File: config.mk
export PLATFORM = sky130hd
export DESIGN_NAME = config_memory_integrity_supervisor
export DESIGN_NICKNAME = d
export VERILOG_FILES = /design/src/core/cfg_mem_sup_pkg.sv /design/src/core/config_memory_integrity_supervisor.sv
export SDC_FILE = /design/constraint.sdc
export NUM_CORES = 1
export LEC_CHECK = 0
export ABC_AREA = 1
export BUFFER_PORTS_ARGS = -buffer_cell sky130_fd_sc_hd__clkbuf_2
export CORE_MARGIN = 2
export CORE_UTILIZATION = 50
export CTS_BUF_LIST = sky130_fd_sc_hd__clkbuf_4 sky130_fd_sc_hd__clkbuf_8
export DETAILED_ROUTE_END_ITERATION = 10
export GPL_ROUTABILITY_DRIVEN = 0
export PLACE_DENSITY_LB_ADDON = 0.05
export SLEW_MARGIN = 15
export SYNTH_ARGS = -nofsm -noshare
export SYNTH_HDL_FRONTEND = slang
export SYNTH_SLANG_ARGS = --single-unit
File: constraint.sdc
create_clock -name CLK_I -period 3.7 [get_ports CLK_I]
set_input_delay 1.11 -clock CLK_I [delete_from_list [all_inputs] [get_ports CLK_I]]
set_output_delay 1.11 -clock CLK_I [all_outputs]
set_load 0.02 [all_outputs]
File: src/core/cfg_mem_sup_pkg.sv
// Constants for the configuration memory integrity supervisor
// ===========================================================
`default_nettype none
package cfg_mem_sup_pkg;
  // ==========================================================
  // Timing
  localparam int unsigned CLK_HZ             = 20_000_000;
  localparam int unsigned PG_DEGLITCH_NS     = 60_000;
  localparam int unsigned PG_DEGLITCH_CYC    =
    (PG_DEGLITCH_NS * (CLK_HZ / 1_000_000) + 999) / 1000;
  localparam int unsigned SHARE_CLK_HZ       = 100_000;
  localparam int unsigned SHARE_HALF_CYC     =
    CLK_HZ / (2 * SHARE_CLK_HZ);
  // ==========================================================
  // Bus addresses (7 bit)
  localparam logic [6:0]  ADDR_RECOVERY      = 7'h7C;
  localparam logic [6:0]  ADDR_GLOBAL_A      = 7'h5A;
  localparam logic [6:0]  ADDR_GLOBAL_B      = 7'h5B;
  localparam logic [6:0]  OWN_ADDR_RST       = 7'h40;
  // ==========================================================
  // Die temperature thresholds, degrees C (130 and 125)
  localparam logic [7:0]  TEMP_LOCK_C        = 8'h82;
  localparam logic [7:0]  TEMP_RELEASE_C     = 8'h7D;
  // ==========================================================
  // Register byte offsets
  localparam logic [7:0]  REG_CTRL           = 8'h00;
  localparam logic [7:0]  REG_PAGE           = 8'h04;
  localparam logic [7:0]  REG_CMD            = 8'h08;
  localparam logic [7:0]  REG_STATUS_WORD    = 8'h0C;
  localparam logic [7:0]  REG_MFR_STATUS     = 8'h10;
  localparam logic [7:0]  REG_FLT_CFG        = 8'h14;
  localparam logic [7:0]  REG_OWN_ADDR       = 8'h18;
  localparam logic [7:0]  REG_PINS           = 8'h1C;
  // ==========================================================
  // Field positions
  localparam int unsigned STAT_CML_BIT       = 1;
  localparam int unsigned STAT_OFF_BIT       = 6;
  localparam int unsigned MFR_CRC_BIT        = 0;
  localparam int unsigned MFR_LOCK_BIT       = 1;
  localparam int unsigned MFR_READY_BIT      = 2;
  localparam int unsigned MFR_WP_BIT         = 3;
  localparam int unsigned MFR_FLT_BIT        = 4;
  localparam int unsigned FLT_LATCH_BIT      = 8;
  localparam logic [31:0] PAGE_MAX           = 32'h0000_0001;
  // ==========================================================
  // Command codes
  localparam logic [7:0]  CMD_CLEAR_FAULTS   = 8'h03;
  localparam logic [7:0]  CMD_STORE_ALL      = 8'h15;
  localparam logic [7:0]  CMD_RESTORE_ALL    = 8'h16;
  localparam logic [7:0]  CMD_VENDOR_RESET   = 8'hFD;
  // ==========================================================
  // CRC-8 over the memory image, check byte appended
  localparam logic [7:0]  CRC_POLY           = 8'h07;
  localparam logic [7:0]  CRC_INIT           = 8'h00;
  // Load sequencer states
  typedef enum logic [2:0] {
    ST_IDLE = 3'b001,
    ST_REQ  = 3'b010,
    ST_LOAD = 3'b100
  } load_state_t;
endpackage
`default_nettype wire

File: src/core/config_memory_integrity_supervisor.sv
// Configuration memory integrity supervisor with APB register slave
`default_nettype none
module config_memory_integrity_supervisor #(
  parameter int unsigned FLT_W  = 4,
  parameter int unsigned PG_CYC = cfg_mem_sup_pkg::PG_DEGLITCH_CYC,
  parameter int unsigned SC_HALF = cfg_mem_sup_pkg::SHARE_HALF_CYC
) (
  input  wire logic              CLK_I,
  input  wire logic              RST_I,
  input  wire logic [7:0]        PADDR_I,
  input  wire logic              PSEL_I,
  input  wire logic              PENABLE_I,
  input  wire logic              PWRITE_I,
  input  wire logic [31:0]       PWDATA_I,
  output logic      [31:0]       PRDATA_O,
  output logic                   PREADY_O,
  output logic                   PSLVERR_O,
  output logic                   MEM_RD_REQ_O,
  output logic                   MEM_WR_REQ_O,
  input  wire logic              MEM_VALID_I,
  input  wire logic [7:0]        MEM_DATA_I,
  input  wire logic              MEM_LAST_I,
  input  wire logic [7:0]        DIE_TEMP_I,
  input  wire logic              WP_I,
  input  wire logic [6:0]        BUS_ADDR_I,
  output logic                   ADDR_ACK_O,
  input  wire logic [FLT_W-1:0]  FAULT_SRC_I,
  input  wire logic [1:0]        OVUV_I,
  input  wire logic [1:0]        RUN_I,
  output logic      [1:0]        RUN_O,
  output logic      [1:0]        RUN_OEN_O,
  output logic      [1:0]        PGOOD_O,
  output logic      [1:0]        PGOOD_OEN_O,
  input  wire logic              ALERT_I,
  output logic                   ALERT_O,
  output logic                   ALERT_OEN_O,
  input  wire logic              SHARE_CLK_I,
  output logic                   SHARE_CLK_O,
  output logic                   SHARE_CLK_OEN_O
);
  import cfg_mem_sup_pkg::*;

  localparam int unsigned SW  = FLT_W + 7;
  localparam int unsigned PGW = $clog2(PG_CYC + 1);
  localparam int unsigned SCW = $clog2(2 * SC_HALF + 1);

  // ==========================================================
  // Helpers
  function automatic logic [7:0] crc8(input logic [7:0] c,
                                      input logic [7:0] d);
    logic [7:0] r;
    r = c ^ d;
    for (int i = 0; i < 8; i++) begin
      r = r[7] ? ((r << 1) ^ CRC_POLY) : (r << 1);
    end
    return r;
  endfunction

  function automatic logic mapped(input logic [7:0] a);
    return a == REG_CTRL || a == REG_PAGE || a == REG_CMD ||
           a == REG_STATUS_WORD || a == REG_MFR_STATUS ||
           a == REG_FLT_CFG || a == REG_OWN_ADDR || a == REG_PINS;
  endfunction

  // ==========================================================
  // Pin synchronisers
  logic [SW-1:0]    s1_r;
  logic [SW-1:0]    s2_r;
  logic             wp_s;
  logic [FLT_W-1:0] flt_s;
  logic [1:0]       ovuv_s;
  logic [1:0]       run_s;
  logic             alert_s;
  logic             sc_s;

  // Two stages before logic sees the WP, fault, OVUV, run, alert and share pins
  always_ff @(posedge CLK_I or posedge RST_I) begin
    if (RST_I) begin
      s1_r <= '0;
      s2_r <= '0;
    end else begin
      s1_r <= {WP_I, FAULT_SRC_I, OVUV_I, RUN_I, ALERT_I, SHARE_CLK_I};
      s2_r <= s1_r;
    end
  end
  assign {wp_s, flt_s, ovuv_s, run_s, alert_s, sc_s} = s2_r;

  // ==========================================================
  // Register state
  load_state_t      st_r;
  logic [7:0]       crc_r;
  logic             ready_r;
  logic             crc_err_r;
  logic             lock_r;
  logic [1:0]       chan_on_r;
  logic             page_r;
  logic [FLT_W-1:0] flt_mask_r;
  logic             latch_mode_r;
  logic             flt_latched_r;
  logic [6:0]       own_addr_r;
  logic             mem_wr_r;
  logic [31:0]      prdata_r;
  logic             err;
  logic             acc;
  logic             wok;
  logic             cmd_ok;
  logic             cmd_wr;
  logic             clr_faults;
  logic             load_go;
  logic             load_pass;
  logic             load_fail;
  logic [7:0]       crc_nxt;
  logic [FLT_W-1:0] flt_act;
  logic             shutdown;
  logic             run_allow;
  logic [1:0]       run_en;
  logic [1:0]       pg_ok_r;

  // ==========================================================
  // APB decode; zero wait states
  assign acc      = PSEL_I & PENABLE_I;
  assign PREADY_O = 1'b1;

  // Which command may run now
  always_comb begin
    unique case (PWDATA_I[7:0])
      CMD_CLEAR_FAULTS: cmd_ok = 1'b1;
      CMD_STORE_ALL:    cmd_ok = !wp_s && !lock_r && st_r == ST_IDLE;
      CMD_RESTORE_ALL,
      CMD_VENDOR_RESET: cmd_ok = st_r == ST_IDLE;
      default:          cmd_ok = 1'b0;
    endcase
  end

  // Error answer; refused writes leave all state alone
  always_comb begin
    err = 1'b0;
    if (acc) begin
      if (!mapped(PADDR_I)) begin
        err = 1'b1;
      end else if (PWRITE_I) begin
        unique case (PADDR_I)
          REG_CTRL, REG_FLT_CFG, REG_OWN_ADDR: err = wp_s;
          REG_PAGE:       err = PWDATA_I > PAGE_MAX;
          REG_CMD:        err = !cmd_ok;
          REG_MFR_STATUS: err = 1'b0;
          default:        err = 1'b1;
        endcase
      end
    end
  end
  assign PSLVERR_O  = err;
  assign wok        = acc & PWRITE_I & ~err;
  assign cmd_wr     = wok && PADDR_I == REG_CMD;
  assign clr_faults = (cmd_wr && PWDATA_I[7:0] == CMD_CLEAR_FAULTS) ||
                      (wok && PADDR_I == REG_MFR_STATUS &&
                       PWDATA_I[MFR_CRC_BIT]);
  assign load_go    = cmd_wr && (PWDATA_I[7:0] == CMD_RESTORE_ALL ||
                                 PWDATA_I[7:0] == CMD_VENDOR_RESET);

  // Software-written configuration
  always_ff @(posedge CLK_I or posedge RST_I) begin
    if (RST_I) begin
      chan_on_r    <= '0;
      page_r       <= 1'b0;
      flt_mask_r   <= '0;
      latch_mode_r <= 1'b0;
      own_addr_r   <= OWN_ADDR_RST;
    end else if (wok) begin
      unique case (PADDR_I)
        REG_CTRL:     chan_on_r[page_r] <= PWDATA_I[0];
        REG_PAGE:     page_r <= PWDATA_I[0];
        REG_FLT_CFG: begin
          flt_mask_r   <= PWDATA_I[FLT_W-1:0];
          latch_mode_r <= PWDATA_I[FLT_LATCH_BIT];
        end
        REG_OWN_ADDR: own_addr_r <= PWDATA_I[6:0];
        default: ;
      endcase
    end
  end

  // Read data captured in the setup phase so it is a flop
  always_ff @(posedge CLK_I or posedge RST_I) begin
    if (RST_I) begin
      prdata_r <= '0;
    end else if (PSEL_I && !PENABLE_I && !PWRITE_I) begin
      prdata_r <= '0;
      unique case (PADDR_I)
        REG_CTRL:        prdata_r[0] <= chan_on_r[page_r];
        REG_PAGE:        prdata_r[0] <= page_r;
        REG_STATUS_WORD: begin
          prdata_r[STAT_CML_BIT] <= crc_err_r;
          prdata_r[STAT_OFF_BIT] <= !run_en[page_r];
        end
        REG_MFR_STATUS: begin
          prdata_r[MFR_CRC_BIT]   <= crc_err_r;
          prdata_r[MFR_LOCK_BIT]  <= lock_r;
          prdata_r[MFR_READY_BIT] <= ready_r;
          prdata_r[MFR_WP_BIT]    <= wp_s;
          prdata_r[MFR_FLT_BIT]   <= flt_latched_r;
        end
        REG_FLT_CFG: begin
          prdata_r[FLT_W-1:0]     <= flt_mask_r;
          prdata_r[FLT_LATCH_BIT] <= latch_mode_r;
        end
        REG_OWN_ADDR:    prdata_r[6:0] <= own_addr_r;
        REG_PINS:        prdata_r[SW-1:0] <= s2_r;
        default: ;
      endcase
    end
  end
  assign PRDATA_O = prdata_r;

  // ==========================================================
  // Memory load and CRC check
  assign crc_nxt   = crc8(crc_r, MEM_DATA_I);
  assign load_pass = st_r == ST_LOAD && MEM_VALID_I && MEM_LAST_I &&
                     crc_nxt == 8'h00;
  assign load_fail = st_r == ST_LOAD && MEM_VALID_I && MEM_LAST_I &&
                     crc_nxt != 8'h00;
  assign MEM_RD_REQ_O = st_r == ST_REQ;

  // Reset state starts a load, as do the reload commands
  always_ff @(posedge CLK_I or posedge RST_I) begin
    if (RST_I) begin
      st_r  <= ST_REQ;
      crc_r <= CRC_INIT;
    end else begin
      unique case (st_r)
        ST_IDLE: if (load_go) st_r <= ST_REQ;
        ST_REQ: begin
          crc_r <= CRC_INIT;
          st_r  <= ST_LOAD;
        end
        ST_LOAD: if (MEM_VALID_I) begin
          crc_r <= crc_nxt;
          if (MEM_LAST_I) st_r <= ST_IDLE;
        end
        default: st_r <= ST_IDLE;
      endcase
    end
  end

  // Controller stays in reset until an image checks good
  always_ff @(posedge CLK_I or posedge RST_I) begin
    if (RST_I) begin
      ready_r <= 1'b0;
    end else if (load_pass) begin
      ready_r <= 1'b1;
    end else if (st_r == ST_REQ) begin
      ready_r <= 1'b0;
    end
  end

  // Sticky CRC error; a new failure beats any clear
  always_ff @(posedge CLK_I or posedge RST_I) begin
    if (RST_I) begin
      crc_err_r <= 1'b0;
    end else if (load_fail) begin
      crc_err_r <= 1'b1;
    end else if (clr_faults || load_pass) begin
      crc_err_r <= 1'b0;
    end
  end

  // Store pulse, only issued when allowed by cmd_ok
  always_ff @(posedge CLK_I or posedge RST_I) begin
    if (RST_I) begin
      mem_wr_r <= 1'b0;
    end else begin
      mem_wr_r <= cmd_wr && PWDATA_I[7:0] == CMD_STORE_ALL;
    end
  end
  assign MEM_WR_REQ_O = mem_wr_r;

  // Thermal lockout with hysteresis
  always_ff @(posedge CLK_I or posedge RST_I) begin
    if (RST_I) begin
      lock_r <= 1'b0;
    end else if (DIE_TEMP_I > TEMP_LOCK_C) begin
      lock_r <= 1'b1;
    end else if (DIE_TEMP_I < TEMP_RELEASE_C) begin
      lock_r <= 1'b0;
    end
  end

  // ==========================================================
  // Address acknowledge for the serial front end
  assign ADDR_ACK_O = BUS_ADDR_I == own_addr_r ||
                      BUS_ADDR_I == ADDR_GLOBAL_A ||
                      BUS_ADDR_I == ADDR_GLOBAL_B ||
                      (crc_err_r && BUS_ADDR_I == ADDR_RECOVERY);

  // ==========================================================
  // Fault shutdown
  assign flt_act  = flt_s & ~flt_mask_r;
  assign shutdown = flt_latched_r | (|flt_act);

  // Latched mode holds off until faults are cleared
  always_ff @(posedge CLK_I or posedge RST_I) begin
    if (RST_I) begin
      flt_latched_r <= 1'b0;
    end else if (latch_mode_r && |flt_act) begin
      flt_latched_r <= 1'b1;
    end else if (clr_faults) begin
      flt_latched_r <= 1'b0;
    end
  end

  // Any CRC failure holds both enables low
  assign run_allow = ready_r & ~crc_err_r & (st_r == ST_IDLE);
  assign run_en    = chan_on_r & {2{run_allow & ~shutdown}};

  // Enable pins and alert; enable low means pulling the wire low
  always_ff @(posedge CLK_I or posedge RST_I) begin
    if (RST_I) begin
      RUN_OEN_O   <= 2'b00;
      ALERT_OEN_O <= 1'b1;
    end else begin
      RUN_OEN_O   <= run_en;
      ALERT_OEN_O <= ~(crc_err_r | flt_latched_r);
    end
  end
  assign RUN_O   = 2'b00;
  assign ALERT_O = 1'b0;
  assign PGOOD_O = 2'b00;

  // ==========================================================
  // Power good deglitch, one filter per channel
  for (genvar ch = 0; ch < 2; ch++) begin : g_pg
    logic [PGW-1:0] cnt_r;
    // Change accepted only after the window holds steady
    always_ff @(posedge CLK_I or posedge RST_I) begin
      if (RST_I) begin
        cnt_r      <= '0;
        pg_ok_r[ch] <= 1'b0;
      end else if (pg_ok_r[ch] == !ovuv_s[ch]) begin
        cnt_r <= '0;
      end else if (cnt_r == PGW'(PG_CYC - 1)) begin
        cnt_r       <= '0;
        pg_ok_r[ch] <= !ovuv_s[ch];
      end else begin
        cnt_r <= cnt_r + 1'b1;
      end
    end
  end
  // Held low while off, so a stopped rail never reads good
  always_ff @(posedge CLK_I or posedge RST_I) begin
    if (RST_I) begin
      PGOOD_OEN_O <= 2'b00;
    end else begin
      PGOOD_OEN_O <= pg_ok_r & run_en;
    end
  end

  // ==========================================================
  // Shared timebase: low half then released half
  logic [SCW-1:0] sc_cnt_r;
  logic           sc_prev_r;

  // An outside falling edge restarts the period, so all
  // parts on the wire end up following the fastest one
  always_ff @(posedge CLK_I or posedge RST_I) begin
    if (RST_I) begin
      sc_cnt_r  <= '0;
      sc_prev_r <= 1'b0;
    end else begin
      sc_prev_r <= sc_s;
      if (sc_prev_r && !sc_s && sc_cnt_r >= SCW'(SC_HALF)) begin
        sc_cnt_r <= '0;
      end else if (sc_cnt_r == SCW'(2 * SC_HALF - 1)) begin
        sc_cnt_r <= '0;
      end else begin
        sc_cnt_r <= sc_cnt_r + 1'b1;
      end
    end
  end
  // Wire held low until the part has initialised
  always_ff @(posedge CLK_I or posedge RST_I) begin
    if (RST_I) begin
      SHARE_CLK_OEN_O <= 1'b0;
    end else begin
      SHARE_CLK_OEN_O <= ready_r && sc_cnt_r >= SCW'(SC_HALF);
    end
  end
  assign SHARE_CLK_O = 1'b0;
endmodule
`default_nettype wire

* Word-level counts from Yosys, hierarchy flattened
Cells that the tools add are included.
** Operators by class
- Add/sub/neg operators :: 3
- Order comparisons :: 6
- Eq/ne operators :: 26
- Multiplexer cells :: 49
- Bitwise logic cells :: 27
- Reductions and logical operators :: 61
** Operators with widths (number)
- $eq 8x5->1 const B :: 6
- $mux 11 :: 4
- $mux 3 :: 11
- $gt 32x1->1 const B :: 1
- $mux 8 :: 3
- $not 3->3 :: 8
- $add 11x1->11 const B :: 2
- $eq 11x11->1 const B :: 2
- $eq 7x7->1 const B :: 3
- $logic_and 1x1->1 :: 20
- $mux 1 :: 17
- $eq 8x4->1 const B :: 2
- $eq 8x8->1 const B :: 2
- $logic_not 8->1 :: 2
- $pmux 8 s2 :: 1
- $reduce_and 2->1 :: 7
- $logic_or 1x1->1 :: 13
- $reduce_bool 2->1 :: 5
- $logic_not 1->1 :: 9
- $pmux 1 s3 :: 3
- $pmux 3 s3 :: 1
- $add 8x1->8 const B :: 1
- $eq 8x2->1 const B :: 1
- $eq 8x3->1 const B :: 1
- other kinds (31) :: 47
** Word-level totals
- Flip-flop bits (word level) :: 103
- Output and inout port bits :: 49

* Longest topological paths before layout
- Depth after elaboration :: 22
- Depth in mapped cells :: 13
- Mapped depth without buffers :: 13

* Least setup slack after synthesis
OpenSTA, ideal clock, no wires.
- Kind :: input to output
- Start point :: input port BUS_ADDR_I[3]
- End point :: output port ADDR_ACK_O
- Arrival :: 2.074 ns
- Data required time :: 2.590 ns
- Path slack :: 0.516 ns
- Stages on the path :: 2
- Path buffers :: 0
- Cell sequence :: xor2_1 > o41ai_1
** On the way
- Word-level cells in the longest chain between the ends :: 4
** Ends and longest elaborated chain
- start, declared :: RTL line config_memory_integrity_supervisor.sv:25 : input wire logic [6:0] BUS_ADDR_I,
- $eq 7x7->1, on equally long branches :: RTL line config_memory_integrity_supervisor.sv:290, config_memory_integrity_supervisor.sv:291
- $logic_or 1x1->1 :: RTL line config_memory_integrity_supervisor.sv:290 : assign ADDR_ACK_O = BUS_ADDR_I == own_addr_r ||
- $logic_or 1x1->1 :: RTL line config_memory_integrity_supervisor.sv:291 : BUS_ADDR_I == ADDR_GLOBAL_A ||
- $logic_or 1x1->1 (*) :: RTL line config_memory_integrity_supervisor.sv:292 : BUS_ADDR_I == ADDR_GLOBAL_B ||
- end, declared :: RTL line config_memory_integrity_supervisor.sv:26 : output logic ADDR_ACK_O,
Every way passes the cells marked *; elsewhere a longest branch is shown, timed or not.

* Worst setup path after layout
- Start point :: input port PADDR_I[6]
- End point :: output port PSLVERR_O
** On the way
- Word-level cells in the longest chain between the ends :: 10
** Ends and longest elaborated chain
- start, declared :: RTL line config_memory_integrity_supervisor.sv:10 : input wire logic [7:0] PADDR_I,
- branches (longest 8 deep; another with $eq 8x5->1)
- $mux 1 (*) :: RTL line config_memory_integrity_supervisor.sv:139 : if (!mapped(PADDR_I)) begin
- $mux 1 (*) :: RTL line config_memory_integrity_supervisor.sv:138 : if (acc) begin
- end, declared :: RTL line config_memory_integrity_supervisor.sv:17 : output logic PSLVERR_O,
Mark *: on every way between the ends.

==> qor.csv <==
stage;metric;value;unit
worst_setup_path;reg2reg_slack;1.69;ns
global_route;grt_antenna_before_repair;0;
logic_synthesis;synthMostInstantiatedCell;nand2_1;
die;core;10180;sq um
die;start_util;0.5079;
min_path;holdPathStages;0;
logic_synthesis;yosys_most_used_dff;dfrtp_1;
final_layout;finalNonFillerCells;853;
worst_setup_path;path_max_fanout;4;
final_layout;fin_nets;798;
die;die_height;105.7;um
timing;setup_viol;0;
job;maxCapViolCount;0;
detailed_routing;ant_nets;0;
placed_design;io_buffers;101;
timing;setup_tns;0;ns
logic_synthesis;synth_fa_ha_area_frac;0.01209;
global_route;grt_pass1_wl;18660;um
clock_tree;cts_buffer_depth;2;
worst_setup_path;slowest_stage;nor2_2;
clock_tree;htreeDepth;3;
worst_setup_path;rr_startpoint;s2_r[10];
logic_synthesis;synth_top_area_frac;0.4838;
logic_synthesis;synth_top_family_by_area;simple AND/OR/NAND/NOR gates;
timing;clock_skew;0.01571;ns
logic_synthesis;syn-mean-instance-area;8.606;sq um
final_layout;syn_to_final_growth;15.67;%
clock_tree;cts-root-buf;clkbuf_8;
logic_synthesis;synth_compound_area_frac;0.09579;
worst_setup_path;path_cells;clkbuf_2, inv_2, nand2_1, nor2_2, nand2_1, inv_1, nand4_1, nand3_2, nand2_1, nand2_1, clkbuf_2;
detailed_routing;drt-wirelength-per-cell;12.95;um
clock_tree;clkLatencyLatePin;0.37;ns
clock_tree;post-cts-setup-buffers;0;
global_route;grt_pass1_vias;4117;
power_and_ir_drop;ir_worst_vdd;0.3603;mV
detailed_routing;viasPerCell;4.980;
worst_setup_path;crit_top_cell;nand2_1;
logic_synthesis;synthCells;601;
placed_design;dp_hpwl;8679;um
clock_tree;clk_pin_slew;0.10;ns
logic_synthesis;yosys.area_share.simple;0.2238;
clock_tree;clkSinkCount;103;
final_layout;fill_cells;968;
timing;slew_violations;0;
timing;fmaxAchievable;0.2962;GHz
logic_synthesis;yosysUniqueCellTypes;43;
logic_synthesis;yosys-top-cells-count;nand2_1, dfrtp_1, nor2_1, inv_1, buf_4;
worst_setup_path;crit_type;in2out;
worst_setup_path;cp-startpoint;PADDR_I[6];
global_route;grt_remaining_overflow;0;
power_and_ir_drop;p_leak;2.990;nW
timing;period_minus_slack;3.376;ns
detailed_routing;drt_drc_violations_left;0;
worst_setup_path;required;2.59;ns
die;ios;130;
global_route;track_usage;0.2098;
detailed_routing;num_vias;4248;
clock_tree;postCtsResizedCells;0;
timing;worst_pin_slew;0.7785;ns
power_and_ir_drop;power.density;414.0;nW/um^2
logic_synthesis;async_reset_ff_frac;1.000;
worst_setup_path;crit_family;simple AND/OR/NAND/NOR gates;
die;dieWidth;105.7;um
logic_synthesis;ys_ff_latch;103;
status;status;completed;
timing;min_period_over_period;0.9125;
detailed_routing;routed_wl;11040;um
logic_synthesis;synth_xor_xnor_area_share;0.06555;
clock_tree;hold_buffers;0;
min_path;holdPathEnd;s2_r[0];
clock_tree;cts_buffers;9;
final_layout;regArea;2581;sq um
timing;rsz0062_at_grt;no;
detailed_routing;drtIter0Drc;192;
logic_synthesis;ys_seq_area_frac;0.4990;
worst_setup_path;endpoint_kind;output pin;
die;dieArea;11170;sq um
logic_synthesis;yosys.area.top_type;dfrtp_1;
placed_design;dp_cells;837;
min_path;hold_class;reg2reg;
logic_synthesis;yosys-top-cells-area;dfrtp_1, nand2_1, nor2_1;
logic_synthesis;synth_edf_count;0;
logic_synthesis;yosys_warnings;0;
worst_setup_path;startpoint_type;primary input;
final_layout;multi_input_area;2160;sq um
worst_setup_path;slowest_delay;0.18;ns
logic_synthesis;syn-cell-area;5172;sq um
final_layout;diodes;0;
logic_synthesis;synthMuxAreaShare;0;
worst_setup_path;r2r_end;own_addr_r[5];
final_layout;drive_gt1_frac;0.2176;
timing;hold_violations;0;
clock_tree;cts_tree;built;
global_route;grt_max_degree;37;
worst_setup_path;cp.buffers_inverters;4;
die;row_count;37;
worst_setup_path;crit_arrival;2.27;ns
min_path;min_from;s1_r[0];
timing;max_slew_margin;0.4799;
detailed_routing;dr.pass1.iters;5;
worst_setup_path;reg2reg_depth;10;
-- area by class of cell --
cell class	instances	share of cell area
Sequential cell	103	0.4314
Multi-Input combinational cell	412	0.3609
Timing Repair Buffer	105	0.09368
Inverter	81	0.05144
Tap cell	136	0.02844
Clock buffer	11	0.02321
Clock inverter	5	0.01087
-- cell families after synthesis --
kind of cell / count (synthesis)
AO/OA/AOI/OAI: 80
XOR/XNOR: 37
adder cells (fa/ha/maj): 5
buffers and inverters: 112
flip-flops: 103
other: 2
AND/OR/NAND/NOR: 262
-- power breakdown --
group	switching (mW)	leakage [nW]	internal [mW]
clock network	0.385	0.106	0.337
logic	0.307	1.58	0.224
registers	0.0419	1.30	1.18
total	0.735	2.99	1.74
-- worst max-delay path by stage --
stage / end / slack [ns] / cells past startpoint
3_5_place_dp: PSLVERR_O / 0.31 / 11
5_1_grt: PSLVERR_O / 0.16 / 12
2_1_floorplan: ADDR_ACK_O / 0.52 / 2
3_3_place_gp: PSLVERR_O / 0.34 / 12
4_1_cts: PSLVERR_O / 0.31 / 11
6_report: PSLVERR_O / 0.32 / 11
-- metal layers --
layer / track usage / share of wire
met5: 0 / 0
met3: 0.04020 / 0.054
met2: 0.3585 / 0.49
met1: 0.2604 / 0.43
met4: 0.08835 / 0.024
-- cell usage in the layout, fill, tap and decap left out, types with 3 or more instances in the layout --
cell and n:
o21ai_0 27, o21a_1 3, a221oi_1 6, clkbuf_8 9, clkbuf_2 101, conb_1 28, a21oi_1 19, inv_6 3
dfstp_2 3, xor2_1 13, nand3_1 28, nor3_1 21, nand2_1 107, nor3b_1 7, o31ai_1 3, dfrtp_1 100
and3_1 4, ha_1 5, nor2_1 72, inv_1 65, o21ai_2 6, nor2_2 3, nand4_1 10, xnor2_1 22
o22ai_1 4, inv_2 13
-- state kept, by name (all words and copies together), names as in the netlist --
register and flops:
g_pg.cnt_r 22, PRDATA_O 11, s1_r 11, s2_r 11, crc_r 8, sc_cnt_r 8, own_addr_r 7, flt_mask_r 4
st_r 3, PGOOD_OEN_O 2, RUN_OEN_O 2, chan_on_r 2, pg_ok_r 2, ALERT_OEN_O 1, MEM_WR_REQ_O 1, SHARE_CLK_OEN_O 1
crc_err_r 1, flt_latched_r 1, latch_mode_r 1, lock_r 1, page_r 1, ready_r 1, sc_prev_r 1
-- metrics by stage --
| step | area, sq um | hold slack [ns] | utilization | total power [mW] | setup WS [ns] |
|---|---|---|---|---|---|
| 6_report | 5983 | 0.3552 | 0.5875 | 2.477 | 0.3236 |
| 5_1_grt | 5983 | 0.3645 | 0.5875 | 2.632 | 0.1642 |
| 4_1_cts | 5983 | 0.3582 | 0.5875 | 2.513 | 0.3147 |
| 3_5_place_dp | 5779 | 0.3364 | 0.5674 | 1.780 | 0.3070 |
| 3_3_place_gp | 5779 | 0.3317 | 0.5674 | 1.764 | 0.3384 |
| 2_1_floorplan | 5274 | 0.3312 | - | 1.656 | 0.5157 |
-- worst reg2reg max path: stages (launching register included) --
cell and delay, ns:
dfrtp_1 0.37, inv_1 0.14, nand2_1 0.07, nor2_1 0.10
nand3_1 0.07, nand4_1 0.12, nand3_2 0.12, nor3_4 0.39
nand2_2 0.31, nand2_1 0.16, o21ai_2 0.06
Power figures use the tool's default switching activity.
